## config.mk

```make
export PLATFORM = sky130hd
export DESIGN_NAME = shared_memory_interface
export DESIGN_NICKNAME = d
export VERILOG_FILES = /design/src/mem_if_pkg.sv /design/src/refresh_timer.sv /design/src/shared_memory_interface.sv
export VERILOG_INCLUDE_DIRS = /design/src
export SDC_FILE = /design/constraint.sdc
export NUM_CORES = 1
export LEC_CHECK = 0
export BUFFER_PORTS_ARGS = -buffer_cell sky130_fd_sc_hd__buf_2
export CORE_AREA = 2 2 193 195
export DETAILED_ROUTE_END_ITERATION = 10
export DIE_AREA = 0 0 195 197
export MAX_ROUTING_LAYER = met4
export PLACE_DENSITY = 0.79
export SLEW_MARGIN = 0
export SYNTH_ARGS = -nofsm -noshare
export SYNTH_HDL_FRONTEND = slang
export SYNTH_HIERARCHICAL = 1
export SYNTH_SLANG_ARGS = --single-unit
```

## constraint.sdc

```tcl
create_clock -name clk_sys_in -period 6.99 [get_ports clk_sys_in]
set_input_delay 0.699 -clock clk_sys_in [delete_from_list [all_inputs] [get_ports clk_sys_in]]
set_output_delay 0.699 -clock clk_sys_in [all_outputs]
set_load 0.05 [all_outputs]
```

## src/mem_if_params.svh

```systemverilog
`ifndef MEM_IF_PARAMS_SVH
`define MEM_IF_PARAMS_SVH
// ****************************************
// timing
// ****************************************
`define CLK_PERIOD_NS 10
`define T_SHORT_NS 30
`define T_LONG_NS 60
`define T_STEP_NS 30
`define T_FLOAT_NS 15
`define T_RD_EXTRA_NS 30
`define XTAL_REF_PERIODS 512
// ****************************************
// register indices, byte address is index * 4
// ****************************************
`define IDX_CONFIG 8'h32
`define IDX_BASE 8'h34
`define IDX_QSIZE 8'h36
`define IDX_BUSCTL 8'h40
`define IDX_STATUS 8'h41
`define RST_CONFIG 16'he400
`define RST_ZERO16 16'h0000
`define RST_ZERO8 8'h00
`define RST_BUSCTL 1'b0
// ****************************************
// field positions
// ****************************************
`define CF_REF 0
`define CF_ORG_LO 1
`define CF_UV_LO 4
`define CF_WZ_LO 6
`define CF_PRIO_LO 8
`define QS_CS_LO 0
`define QS_MS_LO 2
`define QS_HS_LO 5
// ****************************************
// queue layout and dram geometry
// ****************************************
`define QUEUE_OFS 24'h000100
`define BASE_PAD 8'h00
`define QSTEP_WORDS 11'h080
`define CI_STEP_WORDS 11'h040
`define ROWS_256K 11'h1ff
`define ROWS_1M 11'h3ff
`define ROWS_4M 11'h7ff
`define COLB_256K 4'h9
`define COLB_1M 4'ha
`define COLB_4M 4'hb
`define RESP_OKAY 2'b00
`define RESP_SLVERR 2'b10
`endif

```

## src/mem_if_pkg.sv

```systemverilog
`default_nettype none
package mem_if_pkg;
	typedef enum logic [2:0] {
		ORG_SRAM_128K = 3'h0,
		ORG_SRAM_512K = 3'h1,
		ORG_DRAM_256K = 3'h2,
		ORG_DRAM_1M = 3'h3,
		ORG_DRAM_4M = 3'h4
	} mem_org_t;
	typedef enum logic [1:0] {
		REQ_RX_DMA = 2'h0,
		REQ_CPU = 2'h1,
		REQ_TX_DMA = 2'h2,
		REQ_IRQ_CTRL = 2'h3
	} requester_code_t;
	typedef enum logic [2:0] {
		SEL_NONE = 3'h0,
		SEL_CFG = 3'h1,
		SEL_BASE = 3'h2,
		SEL_QSZ = 3'h3,
		SEL_BUSCTL = 3'h4,
		SEL_STAT = 3'h5
	} reg_sel_t;
	typedef enum logic [1:0] {
		ST_IDLE = 2'b01,
		ST_CYCLE = 2'b10
	} mem_state_t;
endpackage : mem_if_pkg
`default_nettype wire

```

## src/refresh_timer.sv

```systemverilog
`include "mem_if_params.svh"
`default_nettype none
module refresh_timer #(
	parameter int unsigned PERIODS = `XTAL_REF_PERIODS
) (
	// clock and reset
	input wire logic clk_sys_in,
	input wire logic rstn_in,
	// crystal pin, asynchronous to clk_sys_in
	input wire logic crystal_clock_in,
	// control
	input wire logic enable_in,
	input wire logic served_in,
	// request
	output logic pending_out,
	output logic urgent_out
);
	localparam int unsigned CW = $clog2(PERIODS);
	logic xs1_r, xs2_r, xs3_r;
	logic [CW-1:0] cnt_r;
	logic pend_r, urg_r;
	// crystal edge seen after the two-flop synchroniser
	wire x_rise = xs2_r & ~xs3_r;
	wire wrap = x_rise && (cnt_r == CW'(PERIODS - 1));
	wire half = x_rise && (cnt_r == CW'(PERIODS / 2 - 1));
	assign pending_out = pend_r;
	assign urgent_out = urg_r;
	// synchroniser, first stage feeds only the second
	always_ff @(posedge clk_sys_in or negedge rstn_in) begin
		if (!rstn_in) begin
			xs1_r <= 1'b0;
			xs2_r <= 1'b0;
			xs3_r <= 1'b0;
		end else begin
			xs1_r <= crystal_clock_in;
			xs2_r <= xs1_r;
			xs3_r <= xs2_r;
		end
	end
	// period counter, one request per full period
	always_ff @(posedge clk_sys_in or negedge rstn_in) begin
		if (!rstn_in) begin
			cnt_r <= '0;
			pend_r <= 1'b0;
			urg_r <= 1'b0;
		end else if (!enable_in) begin
			cnt_r <= '0;
			pend_r <= 1'b0;
			urg_r <= 1'b0;
		end else begin
			if (x_rise) begin
				cnt_r <= wrap ? '0 : cnt_r + CW'(1);
			end
			// a new period wins over a grant in the same cycle
			if (wrap) begin
				pend_r <= 1'b1;
				urg_r <= pend_r && !served_in;
			end else if (served_in) begin
				pend_r <= 1'b0;
				urg_r <= 1'b0;
			end else if (half && pend_r) begin
				urg_r <= 1'b1;
			end
		end
	end
endmodule : refresh_timer
`default_nettype wire

```

## src/shared_memory_interface.sv

```systemverilog
// Design decision made here: the AXI4-Lite slave port.
`include "mem_if_params.svh"
`default_nettype none
module shared_memory_interface #(
	parameter int unsigned AW = 12
) (
	// clock and reset
	input wire logic clk_sys_in,
	input wire logic rstn_in,
	input wire logic crystal_clock_in,
	// axi4-lite slave
	input wire logic [AW-1:0] s_axi_awaddr_in,
	input wire logic s_axi_awvalid_in,
	output logic s_axi_awready_out,
	input wire logic [31:0] s_axi_wdata_in,
	input wire logic [3:0] s_axi_wstrb_in,
	input wire logic s_axi_wvalid_in,
	output logic s_axi_wready_out,
	output logic [1:0] s_axi_bresp_out,
	output logic s_axi_bvalid_out,
	input wire logic s_axi_bready_in,
	input wire logic [AW-1:0] s_axi_araddr_in,
	input wire logic s_axi_arvalid_in,
	output logic s_axi_arready_out,
	output logic [31:0] s_axi_rdata_out,
	output logic [1:0] s_axi_rresp_out,
	output logic s_axi_rvalid_out,
	input wire logic s_axi_rready_in,
	// requesters, indexed by requester code
	input wire logic [3:0] req_in,
	input wire logic [3:0] req_write_in,
	input wire logic [3:0] req_byte_in,
	input wire logic [95:0] req_addr_in,
	input wire logic [63:0] req_wdata_in,
	output logic [3:0] grant_out,
	output logic [3:0] done_out,
	output logic [15:0] req_rdata_out,
	// memory pins
	output logic [22:0] mem_addr_out,
	output logic [15:0] mem_data_out,
	input wire logic [15:0] mem_data_in,
	output logic mem_data_oe_out,
	output logic mem_ctrl_oe_out,
	output logic row_strobe_n_out,
	output logic col_strobe_n_out,
	output logic chip_sel_n_out,
	output logic out_en_n_out,
	output logic write_en_n_out,
	output logic [1:0] byte_en_n_out,
	// queue layout
	output logic [23:0] init_block_base_out,
	output logic [23:0] hdlc_queue_base_out,
	output logic [23:0] monitor_queue_base_out,
	output logic [23:0] ci_queue_base_out,
	output logic [10:0] hdlc_queue_words_out,
	output logic [10:0] monitor_queue_words_out,
	output logic [10:0] ci_queue_words_out
);
	localparam int unsigned CW = 6;
	localparam int unsigned P = `CLK_PERIOD_NS;
	// least times round up to whole cycles
	function automatic logic [CW-1:0] cyc_of(input int unsigned ns);
		return CW'((ns + P - 1) / P);
	endfunction : cyc_of
	localparam logic [CW-1:0] C_SHORT = cyc_of(`T_SHORT_NS);
	localparam logic [CW-1:0] C_LONG = cyc_of(`T_LONG_NS);
	localparam logic [CW-1:0] C_FLOAT = cyc_of(`T_FLOAT_NS);
	localparam logic [CW-1:0] C_RDX = cyc_of(`T_RD_EXTRA_NS);
	localparam logic [CW-1:0] C_RDPRE = C_RDX - C_FLOAT;

	function automatic mem_if_pkg::reg_sel_t reg_decode(input logic [AW-1:0] a);
		if (a[1:0] != 2'b00) return mem_if_pkg::SEL_NONE;
		if (a[AW-1:2] == (AW-2)'(`IDX_CONFIG)) return mem_if_pkg::SEL_CFG;
		if (a[AW-1:2] == (AW-2)'(`IDX_BASE)) return mem_if_pkg::SEL_BASE;
		if (a[AW-1:2] == (AW-2)'(`IDX_QSIZE)) return mem_if_pkg::SEL_QSZ;
		if (a[AW-1:2] == (AW-2)'(`IDX_BUSCTL)) return mem_if_pkg::SEL_BUSCTL;
		if (a[AW-1:2] == (AW-2)'(`IDX_STATUS)) return mem_if_pkg::SEL_STAT;
		return mem_if_pkg::SEL_NONE;
	endfunction : reg_decode

	function automatic logic [15:0] merge16(input logic [15:0] o, input logic [15:0] n,
			input logic [1:0] s);
		return {s[1] ? n[15:8] : o[15:8], s[0] ? n[7:0] : o[7:0]};
	endfunction : merge16

	// ****************************************
	// register file over axi4-lite
	// ****************************************
	logic [15:0] memory_if_config_r;
	logic [15:0] init_block_base_reg_r;
	logic [7:0] irq_queue_size_cfg_r;
	logic bus_hold_low_z_r;
	logic aw_got_r, w_got_r, bvalid_r, rvalid_r;
	logic [AW-1:0] aw_addr_r;
	logic [15:0] w_data_r;
	logic [1:0] w_strb_r, bresp_r, rresp_r;
	logic [31:0] rdata_r;
	logic [15:0] status_w, rd_val;
	mem_if_pkg::reg_sel_t wr_sel, rd_sel;

	assign s_axi_awready_out = !aw_got_r && !bvalid_r;
	assign s_axi_wready_out = !w_got_r && !bvalid_r;
	assign s_axi_bvalid_out = bvalid_r;
	assign s_axi_bresp_out = bresp_r;
	assign s_axi_arready_out = !rvalid_r;
	assign s_axi_rvalid_out = rvalid_r;
	assign s_axi_rdata_out = rdata_r;
	assign s_axi_rresp_out = rresp_r;
	// write fires once both halves are held
	wire do_write = aw_got_r && w_got_r && !bvalid_r;
	wire rd_go = s_axi_arvalid_in && !rvalid_r;
	assign wr_sel = reg_decode(aw_addr_r);
	assign rd_sel = reg_decode(s_axi_araddr_in);
	assign rd_val = (rd_sel == mem_if_pkg::SEL_CFG) ? memory_if_config_r :
		(rd_sel == mem_if_pkg::SEL_BASE) ? init_block_base_reg_r :
		(rd_sel == mem_if_pkg::SEL_QSZ) ? {`RST_ZERO8, irq_queue_size_cfg_r} :
		(rd_sel == mem_if_pkg::SEL_BUSCTL) ? {15'h0000, bus_hold_low_z_r} :
		(rd_sel == mem_if_pkg::SEL_STAT) ? status_w : `RST_ZERO16;

	// address and data may arrive in either order
	always_ff @(posedge clk_sys_in or negedge rstn_in) begin
		if (!rstn_in) begin
			aw_got_r <= 1'b0;
			w_got_r <= 1'b0;
			aw_addr_r <= '0;
			w_data_r <= `RST_ZERO16;
			w_strb_r <= 2'b00;
		end else begin
			if (s_axi_awvalid_in && s_axi_awready_out) begin
				aw_got_r <= 1'b1;
				aw_addr_r <= s_axi_awaddr_in;
			end else if (do_write) begin
				aw_got_r <= 1'b0;
			end
			if (s_axi_wvalid_in && s_axi_wready_out) begin
				w_got_r <= 1'b1;
				w_data_r <= s_axi_wdata_in[15:0];
				w_strb_r <= s_axi_wstrb_in[1:0];
			end else if (do_write) begin
				w_got_r <= 1'b0;
			end
		end
	end

	// responses; unmapped addresses answer slverr
	always_ff @(posedge clk_sys_in or negedge rstn_in) begin
		if (!rstn_in) begin
			bvalid_r <= 1'b0;
			bresp_r <= `RESP_OKAY;
			rvalid_r <= 1'b0;
			rresp_r <= `RESP_OKAY;
			rdata_r <= 32'h0000_0000;
		end else begin
			if (do_write) begin
				bvalid_r <= 1'b1;
				bresp_r <= (wr_sel == mem_if_pkg::SEL_NONE) ? `RESP_SLVERR : `RESP_OKAY;
			end else if (s_axi_bready_in) begin
				bvalid_r <= 1'b0;
			end
			if (rd_go) begin
				rvalid_r <= 1'b1;
				rdata_r <= {16'h0000, rd_val};
				rresp_r <= (rd_sel == mem_if_pkg::SEL_NONE) ? `RESP_SLVERR : `RESP_OKAY;
			end else if (s_axi_rready_in) begin
				rvalid_r <= 1'b0;
			end
		end
	end

	// register storage; status is read only, reserved bits read zero
	always_ff @(posedge clk_sys_in or negedge rstn_in) begin
		if (!rstn_in) begin
			memory_if_config_r <= `RST_CONFIG;
			init_block_base_reg_r <= `RST_ZERO16;
			irq_queue_size_cfg_r <= `RST_ZERO8;
			bus_hold_low_z_r <= `RST_BUSCTL;
		end else if (do_write) begin
			case (wr_sel)
				mem_if_pkg::SEL_CFG: begin
					memory_if_config_r <= merge16(memory_if_config_r, w_data_r, w_strb_r);
				end
				mem_if_pkg::SEL_BASE: begin
					init_block_base_reg_r <= merge16(init_block_base_reg_r, w_data_r, w_strb_r);
				end
				mem_if_pkg::SEL_QSZ: begin
					if (w_strb_r[0]) irq_queue_size_cfg_r <= w_data_r[7:0];
				end
				mem_if_pkg::SEL_BUSCTL: begin
					if (w_strb_r[0]) bus_hold_low_z_r <= w_data_r[0];
				end
				default: begin
				end
			endcase
		end
	end

	// ****************************************
	// configuration decode
	// ****************************************
	wire [15:0] cfg = memory_if_config_r;
	wire [2:0] org = cfg[`CF_ORG_LO +: 3];
	// codes above 4 are forbidden; treated as sram
	wire dram = (org == mem_if_pkg::ORG_DRAM_256K) || (org == mem_if_pkg::ORG_DRAM_1M) ||
		(org == mem_if_pkg::ORG_DRAM_4M);
	wire [3:0] colb = (org == mem_if_pkg::ORG_DRAM_256K) ? `COLB_256K :
		(org == mem_if_pkg::ORG_DRAM_1M) ? `COLB_1M : `COLB_4M;
	wire [10:0] row_max = (org == mem_if_pkg::ORG_DRAM_256K) ? `ROWS_256K :
		(org == mem_if_pkg::ORG_DRAM_1M) ? `ROWS_1M : `ROWS_4M;
	wire [CW-1:0] tu = cfg[`CF_UV_LO] ? C_LONG : C_SHORT;
	wire [CW-1:0] tv = cfg[`CF_UV_LO + 1] ? C_LONG : C_SHORT;
	wire [CW-1:0] tw = cfg[`CF_WZ_LO] ? C_LONG : C_SHORT;
	wire [CW-1:0] tz = cfg[`CF_WZ_LO + 1] ? C_LONG : C_SHORT;
	wire [CW-1:0] tuv = cyc_of(`T_STEP_NS * (32'(cfg[`CF_UV_LO +: 2]) + 1));
	wire [CW-1:0] twz = cyc_of(`T_STEP_NS * (32'(cfg[`CF_WZ_LO +: 2]) + 1));

	// ****************************************
	// arbitration
	// ****************************************
	logic ref_pending, ref_urgent;
	logic [1:0] prio_code [4];
	logic [3:0] hit;
	mem_if_pkg::mem_state_t state_r, state_nxt;
	genvar k;
	generate
		for (k = 0; k < 4; k++) begin : g_prio
			assign prio_code[k] = cfg[`CF_PRIO_LO + 2 * k +: 2];
			assign hit[k] = req_in[prio_code[k]];
		end
	endgenerate
	wire any_hit = |hit;
	wire [1:0] pick = hit[0] ? prio_code[0] : hit[1] ? prio_code[1] :
		hit[2] ? prio_code[2] : prio_code[3];
	// refresh is fifth unless it has waited half a period
	wire ref_go = ref_pending && (ref_urgent || !any_hit);
	wire idle = (state_r == mem_if_pkg::ST_IDLE);
	wire start = idle && (any_hit || ref_go);
	wire sel_wr = req_write_in[pick] && !ref_go;

	refresh_timer #(
		.PERIODS(`XTAL_REF_PERIODS)
	) u_refresh (
		.clk_sys_in(clk_sys_in),
		.rstn_in(rstn_in),
		.crystal_clock_in(crystal_clock_in),
		.enable_in(cfg[`CF_REF] && dram),
		.served_in(start && ref_go),
		.pending_out(ref_pending),
		.urgent_out(ref_urgent)
	);

	// phase boundaries for the cycle about to start
	wire [CW-1:0] b1_c = dram ? tu : sel_wr ? C_FLOAT : C_RDPRE;
	wire [CW-1:0] b2_c = dram ? tu + tv : b1_c;
	wire [CW-1:0] b3_c = dram ? tu + tv + tw : b1_c + (sel_wr ? tuv : twz);
	wire [CW-1:0] tot_c = dram ? b3_c + tz : sel_wr ? b3_c + C_FLOAT : twz + C_RDX;

	// ****************************************
	// memory cycle
	// ****************************************
	logic [CW-1:0] el_r, b1_r, b2_r, b3_r, tot_r;
	logic cur_ref_r, cur_wr_r, cur_byte_r, cur_dram_r;
	logic [1:0] cur_code_r;
	logic [23:0] cur_addr_r;
	logic [15:0] cur_wdata_r, rdata_r2, data_s1_r, data_s2_r;
	logic [10:0] ref_row_r;
	logic [3:0] done_r;
	wire in_cyc = (state_r == mem_if_pkg::ST_CYCLE);
	wire last = in_cyc && (el_r == tot_r - CW'(1));
	wire float_w = in_cyc && (el_r >= tot_r - C_FLOAT);
	wire ph1 = el_r >= b1_r;
	wire ph2 = (el_r >= b2_r) && (el_r < b3_r);
	wire ph13 = ph1 && (el_r < b3_r);

	always_comb begin
		state_nxt = state_r;
		case (state_r)
			mem_if_pkg::ST_IDLE: begin
				if (start) state_nxt = mem_if_pkg::ST_CYCLE;
			end
			mem_if_pkg::ST_CYCLE: begin
				if (last) state_nxt = mem_if_pkg::ST_IDLE;
			end
			default: begin
				state_nxt = mem_if_pkg::ST_IDLE;
			end
		endcase
	end

	// cycle setup is latched so config writes cannot cut a cycle
	always_ff @(posedge clk_sys_in or negedge rstn_in) begin
		if (!rstn_in) begin
			state_r <= mem_if_pkg::ST_IDLE;
			el_r <= '0;
			{b1_r, b2_r, b3_r, tot_r} <= '0;
			{cur_ref_r, cur_wr_r, cur_byte_r, cur_dram_r} <= 4'h0;
			cur_code_r <= 2'b00;
			cur_addr_r <= 24'h000000;
			cur_wdata_r <= `RST_ZERO16;
		end else begin
			state_r <= state_nxt;
			el_r <= in_cyc ? el_r + CW'(1) : '0;
			if (start) begin
				{b1_r, b2_r, b3_r, tot_r} <= {b1_c, b2_c, b3_c, tot_c};
				{cur_ref_r, cur_wr_r, cur_dram_r} <= {ref_go, sel_wr, dram};
				cur_byte_r <= req_byte_in[pick] && !ref_go;
				cur_code_r <= pick;
				cur_addr_r <= req_addr_in[pick * 24 +: 24];
				cur_wdata_r <= req_wdata_in[pick * 16 +: 16];
			end
		end
	end

	// read data passes two flops; captured at strobe rise
	always_ff @(posedge clk_sys_in or negedge rstn_in) begin
		if (!rstn_in) begin
			data_s1_r <= `RST_ZERO16;
			data_s2_r <= `RST_ZERO16;
			rdata_r2 <= `RST_ZERO16;
			done_r <= 4'h0;
			ref_row_r <= 11'h000;
		end else begin
			data_s1_r <= mem_data_in;
			data_s2_r <= data_s1_r;
			if (in_cyc && !cur_wr_r && !cur_ref_r && el_r == b3_r) rdata_r2 <= data_s2_r;
			done_r <= (last && !cur_ref_r) ? 4'h1 << cur_code_r : 4'h0;
			if (last && cur_ref_r) begin
				ref_row_r <= (ref_row_r >= row_max) ? 11'h000 : ref_row_r + 11'h001;
			end
		end
	end

	assign grant_out = (in_cyc && !cur_ref_r) ? 4'h1 << cur_code_r : 4'h0;
	assign done_out = done_r;
	assign req_rdata_out = rdata_r2;

	// ****************************************
	// pin drive
	// ****************************************
	wire [22:0] waddr = cur_addr_r[23:1];
	wire [22:0] d_row = waddr >> colb;
	wire [22:0] d_col = waddr & ((23'h000001 << colb) - 23'h000001);
	wire sram_c = in_cyc && !cur_dram_r;
	wire dram_c = in_cyc && cur_dram_r;
	// outside cycles the hold bit decides whether the bus stays driven
	assign mem_ctrl_oe_out = in_cyc ? !float_w : bus_hold_low_z_r;
	assign mem_data_oe_out = in_cyc ? (cur_wr_r && !float_w) : bus_hold_low_z_r;
	assign mem_data_out = cur_wdata_r;
	assign mem_addr_out = cur_ref_r ? {12'h000, ref_row_r} :
		!cur_dram_r ? waddr : (el_r < b2_r) ? d_row : d_col;
	assign row_strobe_n_out = !(dram_c && ph1);
	assign col_strobe_n_out = !(dram_c && !cur_ref_r && ph2);
	assign chip_sel_n_out = !(sram_c && ph13);
	assign out_en_n_out = !(in_cyc && !cur_wr_r && !cur_ref_r &&
		(cur_dram_r ? ph2 : ph13));
	assign write_en_n_out = !(in_cyc && cur_wr_r && (cur_dram_r ? ph2 : ph13));
	assign byte_en_n_out = !cur_byte_r ? 2'b00 : cur_addr_r[0] ? 2'b01 : 2'b10;

	// ****************************************
	// queue layout and status
	// ****************************************
	wire [23:0] base_w = {init_block_base_reg_r, `BASE_PAD};
	wire [10:0] hq_w = `QSTEP_WORDS * (11'(irq_queue_size_cfg_r[`QS_HS_LO +: 3]) + 11'h001);
	wire [10:0] mq_w = `QSTEP_WORDS * (11'(irq_queue_size_cfg_r[`QS_MS_LO +: 3]) + 11'h001);
	wire [10:0] cq_w = `CI_STEP_WORDS * (11'(irq_queue_size_cfg_r[`QS_CS_LO +: 2]) + 11'h001);
	assign status_w = {10'h000, cur_code_r, ref_urgent, ref_pending, cur_ref_r, in_cyc};

	// queue bases in bytes, each word being two bytes
	always_ff @(posedge clk_sys_in or negedge rstn_in) begin
		if (!rstn_in) begin
			init_block_base_out <= 24'h000000;
			hdlc_queue_base_out <= 24'h000000;
			monitor_queue_base_out <= 24'h000000;
			ci_queue_base_out <= 24'h000000;
			{hdlc_queue_words_out, monitor_queue_words_out, ci_queue_words_out} <= '0;
		end else begin
			init_block_base_out <= base_w;
			hdlc_queue_base_out <= base_w + `QUEUE_OFS;
			monitor_queue_base_out <= base_w + `QUEUE_OFS + {12'h000, hq_w, 1'b0};
			ci_queue_base_out <= base_w + `QUEUE_OFS + {12'h000, hq_w, 1'b0} +
				{12'h000, mq_w, 1'b0};
			hdlc_queue_words_out <= hq_w;
			monitor_queue_words_out <= mq_w;
			ci_queue_words_out <= cq_w;
		end
	end
endmodule : shared_memory_interface
`default_nettype wire

```

==> results_dict.tcl <==
set metrics [dict create \
    r2r_slack_ns 0.80 \
    critPathKind "reg2reg" \
    p_sw_share_pct 41.5 \
    dieArea_um2 38400 \
    synthArstFlopShare_pct 100 \
    ys_ff_latch 318 \
    cts_buffer_depth 3 \
    hpwl_um 37000 \
    path_buf_inv 1 \
    reg2reg_depth 21 \
    grt_pass1_wl_um 77900 \
    fillCellCount 3113 \
    layout.nets 2647 \
    antenna_found_initial 2 \
    clk_latency_ns 0.54 \
    start_util_pct 49.7 \
    cts-hold-fix-buffers 0 \
    rows 70 \
    cts_setup_buffers 0 \
    violations "design-rule violations" \
    worst_slack_ns 0.804 \
    power_frac_seq_pct 35.5 \
    drc 2 \
    fin_crit_ns 6.19 \
    dr.pass1.iters 9 \
    drive_gt1_share_pct 25.7 \
    power.leakage_nw 10.7 \
    synth_area_um2 18000 \
    setup_viol 0 \
    crit_path_top_delay_cell "nor4_4" \
    area_growth_pct 18.6 \
    stdcell_count 2809 \
    wl_per_cell_um 17.8 \
    worst_pin_slew_ns 1.18 \
    maxCapViolations 0 \
    finalPower_w 0.00709 \
    synth_edf_count 0 \
    p_sw_w 0.00294 \
    drt_iter0_drc 1009 \
    antenna_left 0 \
    first_global_vias 14500 \
    hold_class "in2async" \
    post_cts_resized 0 \
    vdd_drop_max_v 0.000213 \
    synth_cell_types 85 \
    path_max_fanout 13 \
    postSynthAreaPerCell_um2 9.22 \
    vias 15700 \
    status "finished, violations left" \
    synthCells 1952 \
    worstReg2RegEnd "tot_r[5]" \
    cts_buffers 34 \
    path_depth 21 \
    cp-end-kind "flop" \
    dp_slack_ns 0.821 \
    die_w_um 195 \
    grt_usage_pct 25.9 \
    clk_pin_slew_ns 0.06 \
    ys_seq_area_share_pct 44.2 \
    clock.fmax_mhz 162 \
    grt_max_degree 132 \
    clock-root-buffer "clkbuf_16" \
    synth_ff_type "dfrtp_1" \
    slew_headroom_pct 20.7 \
    cts_tree "done" \
    slowest_delay_ns 0.66 \
    critPathArrivalTime_ns 6.59 \
    cts-htree-levels 2 \
    cp_top_family "simple AND/OR/NAND/NOR gates" \
    die_y_um 197 \
    fin_worst_skew_ns 0.0387 \
    routabilityCongestion 1.00 \
    drv_slew 0 \
    vias_per_cell 5.59 \
    cp_cell_sequence "inv_1 -> ha_1 -> xnor2_1 -> ha_1 -> nand2_1 -> nor2_1 -> nor2_1 -> nor4_4 -> nor4_4 -> nand3b_2 -> nor2_1 -> a21oi_1 -> ha_1 -> a21o_1 -> a21oi_1 -> nor3_1 -> o211a_1 -> nor3_1 -> nor3b_1 -> xnor2_1 -> a311o_1" \
    ys_warn_count 6 \
    cts_sinks 318 \
    hold_violations 0 \
    critPathRequiredTime_ns 7.40 \
    routed_wl_um 50000 \
    internal-power_w 0.00415 \
    crit_path_start_kind "flop" \
    powerDensity_nw_per_um2 332 \
    io_buffers 407 \
    reg2reg_from "cfg[6]" \
    power_frac_clock_pct 27.1 \
    period_share_pct 88.5 \
    rsz0062_at_grt "false" \
    grt_overflow 0 \
    comb_power_share_pct 37.4 \
    setup_tns_ns 0 \
    placeableCoreArea_um2 36300 \
    ios 498 \
    dpl.cell_count 2747 \
]
[layout make-up]
cell class / count / area (um^2) / area share (%)
Inverter: 71 / 267 / 1.25
Clock inverter: 11 / 235 / 1.10
Multi-Input combinational cell: 1466 / 9140 / 42.8
Tap cell: 468 / 586 / 2.74
Antenna cell: 3 / 7.51 / 0.0352
Sequential cell: 318 / 7960 / 37.3
Clock buffer: 48 / 973 / 4.56
Timing Repair Buffer: 424 / 2170 / 10.2
[synth_stat cells, types with 32 or more instances]
library cell	number	area [um^2]
a21oi_1	73	365
buf_4	73	548
clkbuf_1	84	315
dfrtp_1	313	7830
ha_1	72	901
inv_1	71	267
mux2_2	90	1010
nand2_1	231	867
nand3_1	80	400
nor2_1	229	860
nor3_1	32	160
o21ai_0	158	791
xnor2_1	57	499
[stage by stage]
stage          hold slack [ns]  utilization [%]  instance area [um^2]
2_1_floorplan            0.331                -                 18300
3_3_place_gp             0.333             55.5                 20100
3_5_place_dp             0.336             55.5                 20100
4_1_cts                  0.262             58.9                 21300
5_1_grt                  0.269             58.9                 21300
6_report                 0.276             58.9                 21400
[worst max-delay path by stage]
| stage | startpoint | to | slack [ns] |
|---|---|---|---|
| after global routing | cfg[6] | tot_r[5] | 0.43 |
| after detailed placement | cfg[6] | tot_r[5] | 0.82 |
| after CTS | cfg[6] | tot_r[5] | 0.83 |
| after global placement | cfg[6] | tot_r[5] | 1.02 |
| after floorplan | cfg[6] | tot_r[5] | 1.88 |
| final | cfg[6] | tot_r[5] | 0.80 |
[cells by family (layout without fill, tap and decap cells)]
| family | count (synthesis) | after routing | synth area share (%) |
|---|---|---|---|
| and+or+nand+nor | 734 | 734 | 19.0 |
| AOI/OAI and AO/OA | 386 | 386 | 13.4 |
| DFF | 318 | 318 | 44.2 |
| buffers and inverters | 240 | 554 | 6.69 |
| muxes | 114 | 114 | 7.17 |
| xor gates and xnor gates | 82 | 82 | 3.99 |
| adders and majority gates | 76 | 76 | 5.45 |
| other | 2 | 77 | 0.0417 |
[sequential cells by signal, summed over array words and instances, names as in the netlist, 6 cells and up]
signal                  count
aw_addr_r                  12
b3_r                        6
cfg                        16
ci_queue_base_out          16
cur_addr_r                 24
data_s1_r                  16
data_s2_r                  16
el_r                        6
hdlc_queue_base_out        16
init_block_base_out        16
init_block_base_reg_r      16
irq_queue_size_cfg_r        8
mem_data_out               16
monitor_queue_base_out     16
ref_row_r                  11
req_rdata_out              16
s_axi_rdata_out            16
tot_r                       6
u_refresh/cnt_r             9
w_data_r                   16
[metal layers]
layer  global-route usage [%]  vias up  wire length [um]
met5                        -        -                 0
met3                     3.99      107              3650
li1                         -     7351                 -
met4                     8.48        0              1700
met1                     34.0     7577             20700
met2                     41.5      667             24000
[placed cells by master, fill, tap and decap left out, types with 8 or more instances in the layout]
cell type and instances:
xor2_1 25, a31oi_1 8, o21ai_0 158, clkbuf_16 34
buf_4 17, inv_1 71, nor2_1 228, ha_1 72
a21oi_1 73, a21o_1 18, nor4_1 14, nand3_1 80
o31ai_1 10, buf_2 406, a221oi_1 17, xnor2_1 57
or3_1 9, nor3b_1 10, and2_1 18, nand2b_1 17
dfrtp_1 313, mux2i_1 21, and3_1 14, nor3_1 32
mux2_2 90, nand4_1 17, conb_1 74, o211ai_1 8
nor2b_1 23, nand2_1 230, o21a_1 10, a211oi_1 24
[power by group through the flow]
stage / registers (W) / clock network [W] / logic [W]
after floorplan: 0.00287 / 0 / 0.00159
after global placement: 0.00252 / 0 / 0.00258
after detailed placement: 0.00254 / 0 / 0.00264
after CTS: 0.00251 / 0.00195 / 0.00265
after global routing: 0.00256 / 0.00204 / 0.00285
final: 0.00252 / 0.00192 / 0.00265
(Power assumes the default switching activity.)
